==> src/hw/fcd_cfg.svh <==
// Purpose: port offsets, field positions and reset values for the transfer register unit
// Assumes: byte-wide I/O ports, offsets are port numbers
// Notes: included by the design
`ifndef FCD_CFG_SVH
`define FCD_CFG_SVH
`define FCD_PORT_CMD_STAT   4'h8
`define FCD_PORT_SWREQ      4'h9
`define FCD_PORT_MASK1      4'ha
`define FCD_PORT_MODE       4'hb
`define FCD_PORT_PTR_CLR    4'hc
`define FCD_PORT_MCLR_TEMP  4'hd
`define FCD_PORT_MASK_CLR   4'he
`define FCD_PORT_MASK_ALL   4'hf
`define FCD_PAGE_CH2        8'h81
`define FCD_PAGE_CH3        8'h82
`define FCD_PAGE_CH01       8'h83
`define FCD_CMD_M2M         0
`define FCD_CMD_HOLD0       1
`define FCD_CMD_DISABLE     2
`define FCD_CMD_COMPRESS    3
`define FCD_CMD_ROTATE      4
`define FCD_CMD_EXTWR       5
`define FCD_CMD_REQ_LOW     6
`define FCD_CMD_ACK_HIGH    7
`define FCD_SEL_BIT         2
`define FCD_MODE_AUTO       4
`define FCD_MODE_DEC        5
`define FCD_CMD_RST         8'h00
`define FCD_MASK_RST        4'hf
`define FCD_MODE_RST        6'h00
`endif

==> src/hw/fcd_pkg.sv <==
// Purpose: types shared by the transfer register unit
// Assumes: constants live in fcd_cfg.svh
// Notes: none
package fcd_pkg;
  typedef enum logic [1:0] {
    FCD_XFER_VERIFY = 2'b00,
    FCD_XFER_WRITE  = 2'b01,
    FCD_XFER_READ   = 2'b10,
    FCD_XFER_ILLEGAL = 2'b11
  } fcd_xfer_t;
  typedef enum logic [1:0] {
    FCD_MODE_DEMAND  = 2'b00,
    FCD_MODE_SINGLE  = 2'b01,
    FCD_MODE_BLOCK   = 2'b10,
    FCD_MODE_CASCADE = 2'b11
  } fcd_tmode_t;
  typedef enum logic [1:0] {
    FCD_SVC_IDLE = 2'b00,
    FCD_SVC_ACK  = 2'b01,
    FCD_SVC_DONE = 2'b10
  } fcd_svc_t;
endpackage

==> src/hw/fcd_regs.sv <==
// Purpose: four-channel transfer controller register unit with simple channel service
// Assumes: io strobes are one-cycle active-high pulses synchronous to clk
// Notes: each grant performs one transfer step (address step, count down) per service pass
// Notes on behaviour
// - address written low byte at pointer 0, high at 1; reads same order
// - word count two bytes by pointer; writes load base and current
// - channel n address at port 2n, word count at port 2n+1
// - command bit 0 enables memory-to-memory, bit 1 holds channel 0 address
// - command bit 2 set stops servicing of every channel
// - command bit 3 selects compressed timing, ignored in memory-to-memory mode
// - command bit 4 picks fixed or rotating priority
// - command bit 5 picks extended write, don't care when compressed
// - bit 6 sets request polarity, bit 7 sets acknowledge polarity
// - status read gives terminal counts low nibble, requests high nibble
// - port 9 write sets or clears software request of selected channel
// - port A write updates only the selected mask bit from bit 2
// - port B stores selected channel mode, bits 3:2 transfer type
// - mode bit 4 autoinitialize, bit 5 address decrement
// - mode bits 7:6 demand, single, block or cascade
// - any write to port C clears the byte pointer
// - port D write is master clear; read returns temporary register
// - port E write clears all four mask bits
// - port F write loads all masks from bits 3:0
// - write-only page latches give address bits 16 to 19
`timescale 1ns/1ps
`include "fcd_cfg.svh"

module fcd_regs #(
  parameter int NCH = 4
) (
  input  wire logic                clk,
  input  wire logic                rst,
  input  wire logic [7:0]          io_addr,
  input  wire logic [7:0]          io_wdata,
  input  wire logic                io_write_strobe,
  input  wire logic                io_read_strobe,
  output logic      [7:0]          io_rdata,
  input  wire logic [NCH-1:0]      transfer_request_line,
  output logic      [NCH-1:0]      transfer_acknowledge_line,
  output logic      [NCH-1:0]      terminal_count,
  output logic      [19:0]         xfer_addr,
  output logic                     ctrl_m2m_en,
  output logic                     ctrl_hold0,
  output logic                     ctrl_compressed,
  output logic                     ctrl_ext_write,
  output fcd_pkg::fcd_xfer_t       xfer_kind
);
  import fcd_pkg::*;

  logic [15:0] base_addr_q [NCH];
  logic [15:0] cur_addr_q  [NCH];
  logic [15:0] base_cnt_q  [NCH];
  logic [15:0] cur_cnt_q   [NCH];
  logic [5:0]  mode_q      [NCH];
  logic [7:0]  cmd_q;
  logic        ptr_q;
  logic [NCH-1:0] mask_q;
  logic [NCH-1:0] swreq_q;
  logic [NCH-1:0] tc_q;
  logic [7:0]  temp_q;
  logic [3:0]  page2_q;
  logic [3:0]  page3_q;
  logic [3:0]  page01_q;
  logic [1:0]  last_q;
  fcd_svc_t    svc_q;
  logic [1:0]  grant_q;

  logic        dma_sel;
  logic        wr;
  logic        rd;
  logic        chan_port;
  logic [1:0]  port_ch;
  logic        mclr;
  logic [NCH-1:0] req_live;
  logic        any_req;
  logic [1:0]  pick;
  logic [7:0]  rdata_d;
  logic        tc_hit;

  // decode of the low sixteen ports; page latches sit at their own ports
  assign dma_sel   = (io_addr[7:4] == 4'h0);
  assign wr        = io_write_strobe & dma_sel;
  assign rd        = io_read_strobe & dma_sel;
  assign chan_port = ~io_addr[3];
  assign port_ch   = io_addr[2:1];
  assign mclr      = wr & (io_addr[3:0] == `FCD_PORT_MCLR_TEMP);

  // request sense follows the polarity bit; mask gates external and software requests
  assign req_live = ((transfer_request_line ^ {NCH{cmd_q[`FCD_CMD_REQ_LOW]}}) | swreq_q)
                    & ~mask_q;
  assign any_req  = (|req_live) & ~cmd_q[`FCD_CMD_DISABLE];

  // arbiter: fixed starts at channel 0, rotating starts after the last served one
  always_comb
  begin
    logic [1:0] start;
    logic [1:0] idx;
    idx   = 2'd0;
    start = cmd_q[`FCD_CMD_ROTATE] ? last_q + 2'd1 : 2'd0;
    pick  = start;
    for (int k = NCH - 1; k >= 0; k--)
    begin
      idx = start + k[1:0];
      if (req_live[idx])
        pick = idx;
    end
  end

  // terminal count reached when current count wraps below zero on this step
  assign tc_hit = (svc_q == FCD_SVC_ACK) && (cur_cnt_q[grant_q] == 16'h0000);

  // byte pointer: toggles on channel port access, cleared by port C and master clear
  always_ff @(posedge clk or posedge rst)
  begin
    if (rst)
      ptr_q <= 1'b0;
    else if (mclr || (wr && io_addr[3:0] == `FCD_PORT_PTR_CLR))
      ptr_q <= 1'b0;
    else if ((wr || rd) && chan_port)
      ptr_q <= ~ptr_q;
  end

  // per-channel address, count and mode storage plus transfer stepping
  for (genvar c = 0; c < NCH; c++)
  begin : g_ch
    always_ff @(posedge clk or posedge rst)
    begin
      if (rst)
      begin
        base_addr_q[c] <= 16'h0000;
        cur_addr_q[c]  <= 16'h0000;
        base_cnt_q[c]  <= 16'h0000;
        cur_cnt_q[c]   <= 16'h0000;
        mode_q[c]      <= `FCD_MODE_RST;
      end
      else if (wr && chan_port && port_ch == c)
      begin
        if (!io_addr[0])
        begin
          if (!ptr_q)
          begin
            base_addr_q[c][7:0] <= io_wdata;
            cur_addr_q[c][7:0]  <= io_wdata;
          end
          else
          begin
            base_addr_q[c][15:8] <= io_wdata;
            cur_addr_q[c][15:8]  <= io_wdata;
          end
        end
        else if (!ptr_q)
        begin
          base_cnt_q[c][7:0] <= io_wdata;
          cur_cnt_q[c][7:0]  <= io_wdata;
        end
        else
        begin
          base_cnt_q[c][15:8] <= io_wdata;
          cur_cnt_q[c][15:8]  <= io_wdata;
        end
      end
      else if (wr && io_addr[3:0] == `FCD_PORT_MODE && io_wdata[1:0] == c)
        mode_q[c] <= io_wdata[7:2];
      else if (svc_q == FCD_SVC_ACK && grant_q == c)
      begin
        if (tc_hit && mode_q[c][`FCD_MODE_AUTO - 2])
        begin
          cur_addr_q[c] <= base_addr_q[c];
          cur_cnt_q[c]  <= base_cnt_q[c];
        end
        else
        begin
          cur_cnt_q[c] <= cur_cnt_q[c] - 16'd1;
          // channel 0 address held only in memory-to-memory mode
          if (!(c == 0 && cmd_q[`FCD_CMD_M2M] && cmd_q[`FCD_CMD_HOLD0]))
            cur_addr_q[c] <= mode_q[c][`FCD_MODE_DEC - 2] ? cur_addr_q[c] - 16'd1
                                                          : cur_addr_q[c] + 16'd1;
        end
      end
    end
  end

  // command register; master clear returns it to zero
  always_ff @(posedge clk or posedge rst)
  begin
    if (rst)
      cmd_q <= `FCD_CMD_RST;
    else if (mclr)
      cmd_q <= `FCD_CMD_RST;
    else if (wr && io_addr[3:0] == `FCD_PORT_CMD_STAT)
      cmd_q <= io_wdata;
  end

  // mask bits: single, clear-all and write-all forms
  always_ff @(posedge clk or posedge rst)
  begin
    if (rst)
      mask_q <= `FCD_MASK_RST;
    else if (mclr)
      mask_q <= `FCD_MASK_RST;
    else if (wr && io_addr[3:0] == `FCD_PORT_MASK1)
      mask_q[io_wdata[1:0]] <= io_wdata[`FCD_SEL_BIT];
    else if (wr && io_addr[3:0] == `FCD_PORT_MASK_CLR)
      mask_q <= '0;
    else if (wr && io_addr[3:0] == `FCD_PORT_MASK_ALL)
      mask_q <= io_wdata[NCH-1:0];
  end

  // software requests; a finished service drops the served channel's request
  always_ff @(posedge clk or posedge rst)
  begin
    if (rst)
      swreq_q <= '0;
    else if (mclr)
      swreq_q <= '0;
    else if (wr && io_addr[3:0] == `FCD_PORT_SWREQ)
      swreq_q[io_wdata[1:0]] <= io_wdata[`FCD_SEL_BIT];
    else if (svc_q == FCD_SVC_DONE)
      swreq_q[grant_q] <= 1'b0;
  end

  // terminal-count flags: a hit in the same cycle as a status read still sets the flag
  always_ff @(posedge clk or posedge rst)
  begin
    if (rst)
      tc_q <= '0;
    else if (mclr)
      tc_q <= '0;
    else
    begin
      for (int c = 0; c < NCH; c++)
      begin
        if (tc_hit && grant_q == c)
          tc_q[c] <= 1'b1;
        else if (rd && io_addr[3:0] == `FCD_PORT_CMD_STAT)
          tc_q[c] <= 1'b0;
      end
    end
  end

  // temporary register catches the granted channel's current address low byte on each memory-to-memory step
  always_ff @(posedge clk or posedge rst)
  begin
    if (rst)
      temp_q <= 8'h00;
    else if (mclr)
      temp_q <= 8'h00;
    else if (svc_q == FCD_SVC_ACK && cmd_q[`FCD_CMD_M2M])
      temp_q <= cur_addr_q[grant_q][7:0];
  end

  // page latches are write-only and not touched by master clear
  always_ff @(posedge clk or posedge rst)
  begin
    if (rst)
    begin
      page2_q  <= 4'h0;
      page3_q  <= 4'h0;
      page01_q <= 4'h0;
    end
    else if (io_write_strobe)
    begin
      if (io_addr == `FCD_PAGE_CH2)
        page2_q <= io_wdata[3:0];
      if (io_addr == `FCD_PAGE_CH3)
        page3_q <= io_wdata[3:0];
      if (io_addr == `FCD_PAGE_CH01)
        page01_q <= io_wdata[3:0];
    end
  end

  // service sequencer: one acknowledge cycle per granted step
  always_ff @(posedge clk or posedge rst)
  begin
    if (rst)
    begin
      svc_q   <= FCD_SVC_IDLE;
      grant_q <= 2'd0;
      last_q  <= 2'd3;
    end
    else if (mclr)
      svc_q <= FCD_SVC_IDLE;
    else
    begin
      case (svc_q)
        FCD_SVC_IDLE:
          if (any_req)
          begin
            grant_q <= pick;
            svc_q   <= FCD_SVC_ACK;
          end
        FCD_SVC_ACK:
        begin
          last_q <= grant_q;
          svc_q  <= FCD_SVC_DONE;
        end
        FCD_SVC_DONE:
          svc_q <= FCD_SVC_IDLE;
        default:
          svc_q <= FCD_SVC_IDLE;
      endcase
    end
  end

  // read mux; unmapped and illegal reads return zero
  always_comb
  begin
    rdata_d = 8'h00;
    if (chan_port)
    begin
      if (!io_addr[0])
        rdata_d = ptr_q ? cur_addr_q[port_ch][15:8] : cur_addr_q[port_ch][7:0];
      else
        rdata_d = ptr_q ? cur_cnt_q[port_ch][15:8] : cur_cnt_q[port_ch][7:0];
    end
    else if (io_addr[3:0] == `FCD_PORT_CMD_STAT)
      rdata_d = {req_live, tc_q};
    else if (io_addr[3:0] == `FCD_PORT_MCLR_TEMP)
      rdata_d = temp_q;
  end

  // registered outputs: read data is held one cycle after the strobe
  always_ff @(posedge clk or posedge rst)
  begin
    if (rst)
    begin
      io_rdata                  <= 8'h00;
      transfer_acknowledge_line <= '0;
      terminal_count            <= '0;
      xfer_addr                 <= 20'h00000;
      ctrl_m2m_en               <= 1'b0;
      ctrl_hold0                <= 1'b0;
      ctrl_compressed           <= 1'b0;
      ctrl_ext_write            <= 1'b0;
      xfer_kind                 <= FCD_XFER_VERIFY;
    end
    else
    begin
      io_rdata <= rd ? rdata_d : 8'h00;
      for (int c = 0; c < NCH; c++)
        transfer_acknowledge_line[c] <= ((svc_q == FCD_SVC_ACK) && grant_q == c)
                                        ~^ cmd_q[`FCD_CMD_ACK_HIGH];
      terminal_count <= tc_hit ? (NCH'(1) << grant_q) : '0;
      xfer_addr <= {(grant_q == 2'd2) ? page2_q : (grant_q == 2'd3) ? page3_q : page01_q,
                    cur_addr_q[grant_q]};
      ctrl_m2m_en     <= cmd_q[`FCD_CMD_M2M];
      ctrl_hold0      <= cmd_q[`FCD_CMD_HOLD0];
      ctrl_compressed <= cmd_q[`FCD_CMD_COMPRESS] & ~cmd_q[`FCD_CMD_M2M];
      ctrl_ext_write  <= cmd_q[`FCD_CMD_EXTWR] & ~ctrl_compressed_d(cmd_q);
      xfer_kind       <= fcd_xfer_t'(mode_q[grant_q][1:0]);
    end
  end

  function automatic logic ctrl_compressed_d(input logic [7:0] cmd);
    ctrl_compressed_d = cmd[`FCD_CMD_COMPRESS] & ~cmd[`FCD_CMD_M2M];
  endfunction

endmodule // fcd_regs

==> config.mk <==
export PLATFORM = sky130hd
export DESIGN_NAME = fcd_regs
export DESIGN_NICKNAME = d
export VERILOG_FILES = /design/src/hw/fcd_pkg.sv /design/src/hw/fcd_regs.sv
export VERILOG_INCLUDE_DIRS = /design/src /design/src/hw
export SDC_FILE = /design/constraint.sdc
export NUM_CORES = 1
export LEC_CHECK = 0
export BUFFER_PORTS_ARGS = -buffer_cell sky130_fd_sc_hd__buf_2
export CAP_MARGIN = 10
export CORE_ASPECT_RATIO = 0.75
export CORE_UTILIZATION = 63
export DETAILED_ROUTE_END_ITERATION = 10
export GPL_ROUTABILITY_DRIVEN = 0
export PLACE_DENSITY = 0.81
export SLEW_MARGIN = 0
export SYNTH_ARGS = -nofsm -noshare
export SYNTH_HDL_FRONTEND = slang
export SYNTH_SLANG_ARGS = --single-unit
==> constraint.sdc <==
create_clock -name clk -period 16.7 [get_ports clk]
set_clock_uncertainty 0.15 [all_clocks]
set_input_delay 3.34 -clock clk [delete_from_list [all_inputs] [get_ports clk]]
set_output_delay 3.34 -clock clk [all_outputs]
set_load 0.02 [all_outputs]
==> impl_metrics.toml <==
[outcome]
outcome = "complete, no violations"

[synthesis]
avgSynthCellArea_um2 = 9.85
syn_inst = 2182
netlist.top_cell.by_area = "dfrtp_1"
yosysUniqueCellTypes = 80
synth_top_family_by_area = "simple AND/OR/NAND/NOR gates"
synth_most_common_cell = "dfrtp_1"
netlist_area_um2 = 21500
synthArstFlopShare_pct = 100
synth_xor_area_share_pct = 3.99
synth_top_cell_area_share_pct = 41.3
synth_mux_area_share_pct = 15.4
synth_edf_count = 0
ys_seq_elements = 361
synth_compound_area_share_pct = 15.4
syn_nets = 2270
ys_warn_count = 0
synthSimpleGateAreaFrac_pct = 16.0
synth_top_cells_by_count = "355 x dfrtp_1, 278 x nand2_1, 249 x nor2_1, 154 x mux2_2, 94 x clkbuf_1"
ys_top_cells_by_area = "dfrtp_1 41%, mux2_2 8.1%, mux4_2 6.1%"
synthFlopType = "dfrtp_1"
ys_seq_area_share_pct = 42.1
synth_fa_ha_area_share_pct = 3.87

[worst_hold_path]
hold_path_class = "flip-flop to flip-flop"
holdCritStartpoint = "cmd_q[1]"
whs_endpoint = "ctrl_hold0"
whs_path_depth = 0

[global_route]
grt_antenna_before_repair = 2
grt_max_degree = 138
grt_pass1_wl_um = 106000
grt.total_usage_pct = 39.6
grt_overflow = 0
grt_pass1_vias = 17900

[power_and_ir_drop]
pwr-share-comb_pct = 44.1
leakagePower_nw = 10.7
swShare_pct = 42.2
power_density_nw_per_um2 = 176
seq_power_share_pct = 35.3
switchingPower_mw = 1.73
power.internal_mw = 2.37
clkPwrFrac_pct = 20.6
ir_worst_vdd_mv = 0.140

[sta]
min_period_ns = 6.74
post-route-period-util_pct = 40.3
hold_ws_ns = 0.284
fin_setup_tns_ns = 0
tightest_slew_ns = 1.20
slew-limit-headroom_pct = 19.3
hold_viol = 0
slew_violations = 0
timing.fmax_mhz = 148
rsz0062_at_grt = "no"
setup_viol = 0

[clock_network]
cts-resized-gates = 0
h-tree-depth = 2
cts-root-buf = "clkbuf_16"
cts_hold_buffers = 0
clock_path_buffers = 3
post_cts_buffers = 0
cts_buffers = 36
cts_sinks = 361
clk_pin_slew_ns = 0.07
clock_latency_ns = 0.55
cts_tree = "done"

[worst_setup_path]
start_kind = "primary input"
worst_ep_required_time_ns = 17.03
crit_path_end_kind = "flip-flop"
r2r_cells = 8
r2r_slack_ns = 11.68
critPathArrivalTime_ns = 7.06
r2r-end = "cur_addr_q[59]"
rr_startpoint = "cur_cnt_q[42]"
cp_max_fo = 24
crit_type = "primary input to flip-flop"

[floorplanning]
initial_core_util_pct = 64.1
core_um2 = 33500
rows = 58
io_pins = 66
die_w_um = 215
die_h_um = 162
die_area_um2 = 34900

[detailed_routing]
ant_nets = 0
num_vias = 18700
drtIter0Drc = 2978
vias_per_cell = 7.03
drt-total-wl_um = 68400
drc_errors = 0
wl_per_cell_um = 25.7
dr.pass1.iters = 6

[placement]
dp_hpwl_um = 47800
portBuffers = 65

[finish]
drive_gt1_share_pct = 17.6
layout.nets = 2276
syn2layout_area_growth_pct = 8.33
antennaDiodeCount = 0

[job]
cap_violations = 0
## stage by stage
stage / setup WS, ns / area, um2 / utilization [%] / power, mW / instances
after floorplan: 3.20 / 21500 / - / 2.61 / 2182
after global placement: 9.82 / 22100 / 65.8 / 3.07 / 2599
after detailed placement: 9.65 / 22100 / 65.8 / 3.15 / 2599
after CTS: 10.16 / 23300 / 69.4 / 4.00 / 2664
after global routing: 9.70 / 23300 / 69.4 / 4.27 / 2665
final: 9.96 / 23300 / 69.4 / 4.10 / 2665
## how the worst max path moves through the flow
stage	slack, ns	endpoint	cells after the start	startpoint
finish	9.96	cur_addr_q[30]	9	io_addr[5]
global route	9.70	cur_addr_q[30]	9	io_addr[5]
CTS	10.16	cur_addr_q[30]	9	io_addr[5]
detailed placement	9.65	cur_addr_q[30]	9	io_addr[5]
global placement	9.82	cur_addr_q[30]	9	io_addr[5]
floorplan	3.20	base_addr_q[0]	1	rst
## flip-flops by register name (all words and copies together), names as in the netlist, 8 cells and up
signal	cells
cmd_q	8
io_rdata	8
base_cnt_q	64
base_addr_q	64
cur_cnt_q	64
mode_q	16
temp_q	8
xfer_addr	20
cur_addr_q	64
## layout by cell type (no fill, tap or decap), types with 36 or more instances in the layout
master,Yosys,routed
dfrtp_1,355,355
nand2_1,278,278
nor2_1,249,248
mux2_2,154,154
a21oi_1,72,72
buf_2,13,65
o21ai_0,61,61
ha_1,60,60
mux4_2,58,58
xnor2_1,57,57
a31oi_1,54,54
nand3_1,46,46
o211ai_1,43,43
o31ai_1,43,43
inv_1,43,42
xor2_1,41,41
clkbuf_16,0,37
nor3_1,37,36
## power by group through the flow
stage	Sequential [mW]	Clock [mW]	Combinational [mW]
CTS	1.40	0.843	1.75
global route	1.44	0.877	1.95
floorplan	1.29	0	1.32
detailed placement	1.42	0	1.73
finish	1.44	0.844	1.81
global placement	1.41	0	1.66
## layout make-up
cell class / count / area, um2
Inverter: 44 / 173
Clock inverter: 16 / 195
Timing Repair Buffer: 93 / 539
Sequential cell: 361 / 9040
Clock buffer: 49 / 1000
Fill cell: 2434 / 10200
Multi-Input combinational cell: 1652 / 11800
Tap cell: 450 / 563
## per-layer routing
metal,track usage (%),up-vias,wire length [um],part of all wire (%)
li1,-,7948,-,-
met1,55.0,9085,26100,38
met2,56.7,1391,28300,41
met3,13.1,312,10300,15
met4,17.9,4,3760,5.5
met5,0,-,28,0.041
## worst max-delay path, cell delays in order
cell	delay [ns]
buf_2	0.11
nor3_1	0.73
nand3_1	0.42
or2_2	0.60
nor2_1	0.71
o21ai_0	0.60
nor2_1	0.28
o31ai_1	0.10
o21ai_0	0.16
## cell families after synthesis
group                    Yosys count
AO/OA/AOI/OAI                    488
XOR/XNOR                          98
adder cells (fa/ha/maj)           64
buffers and inverters            169
flip-flops                       361
multiplexers                     240
AND/OR/NAND/NOR                  762
Note: power is estimated with default switching activity, not from simulation.
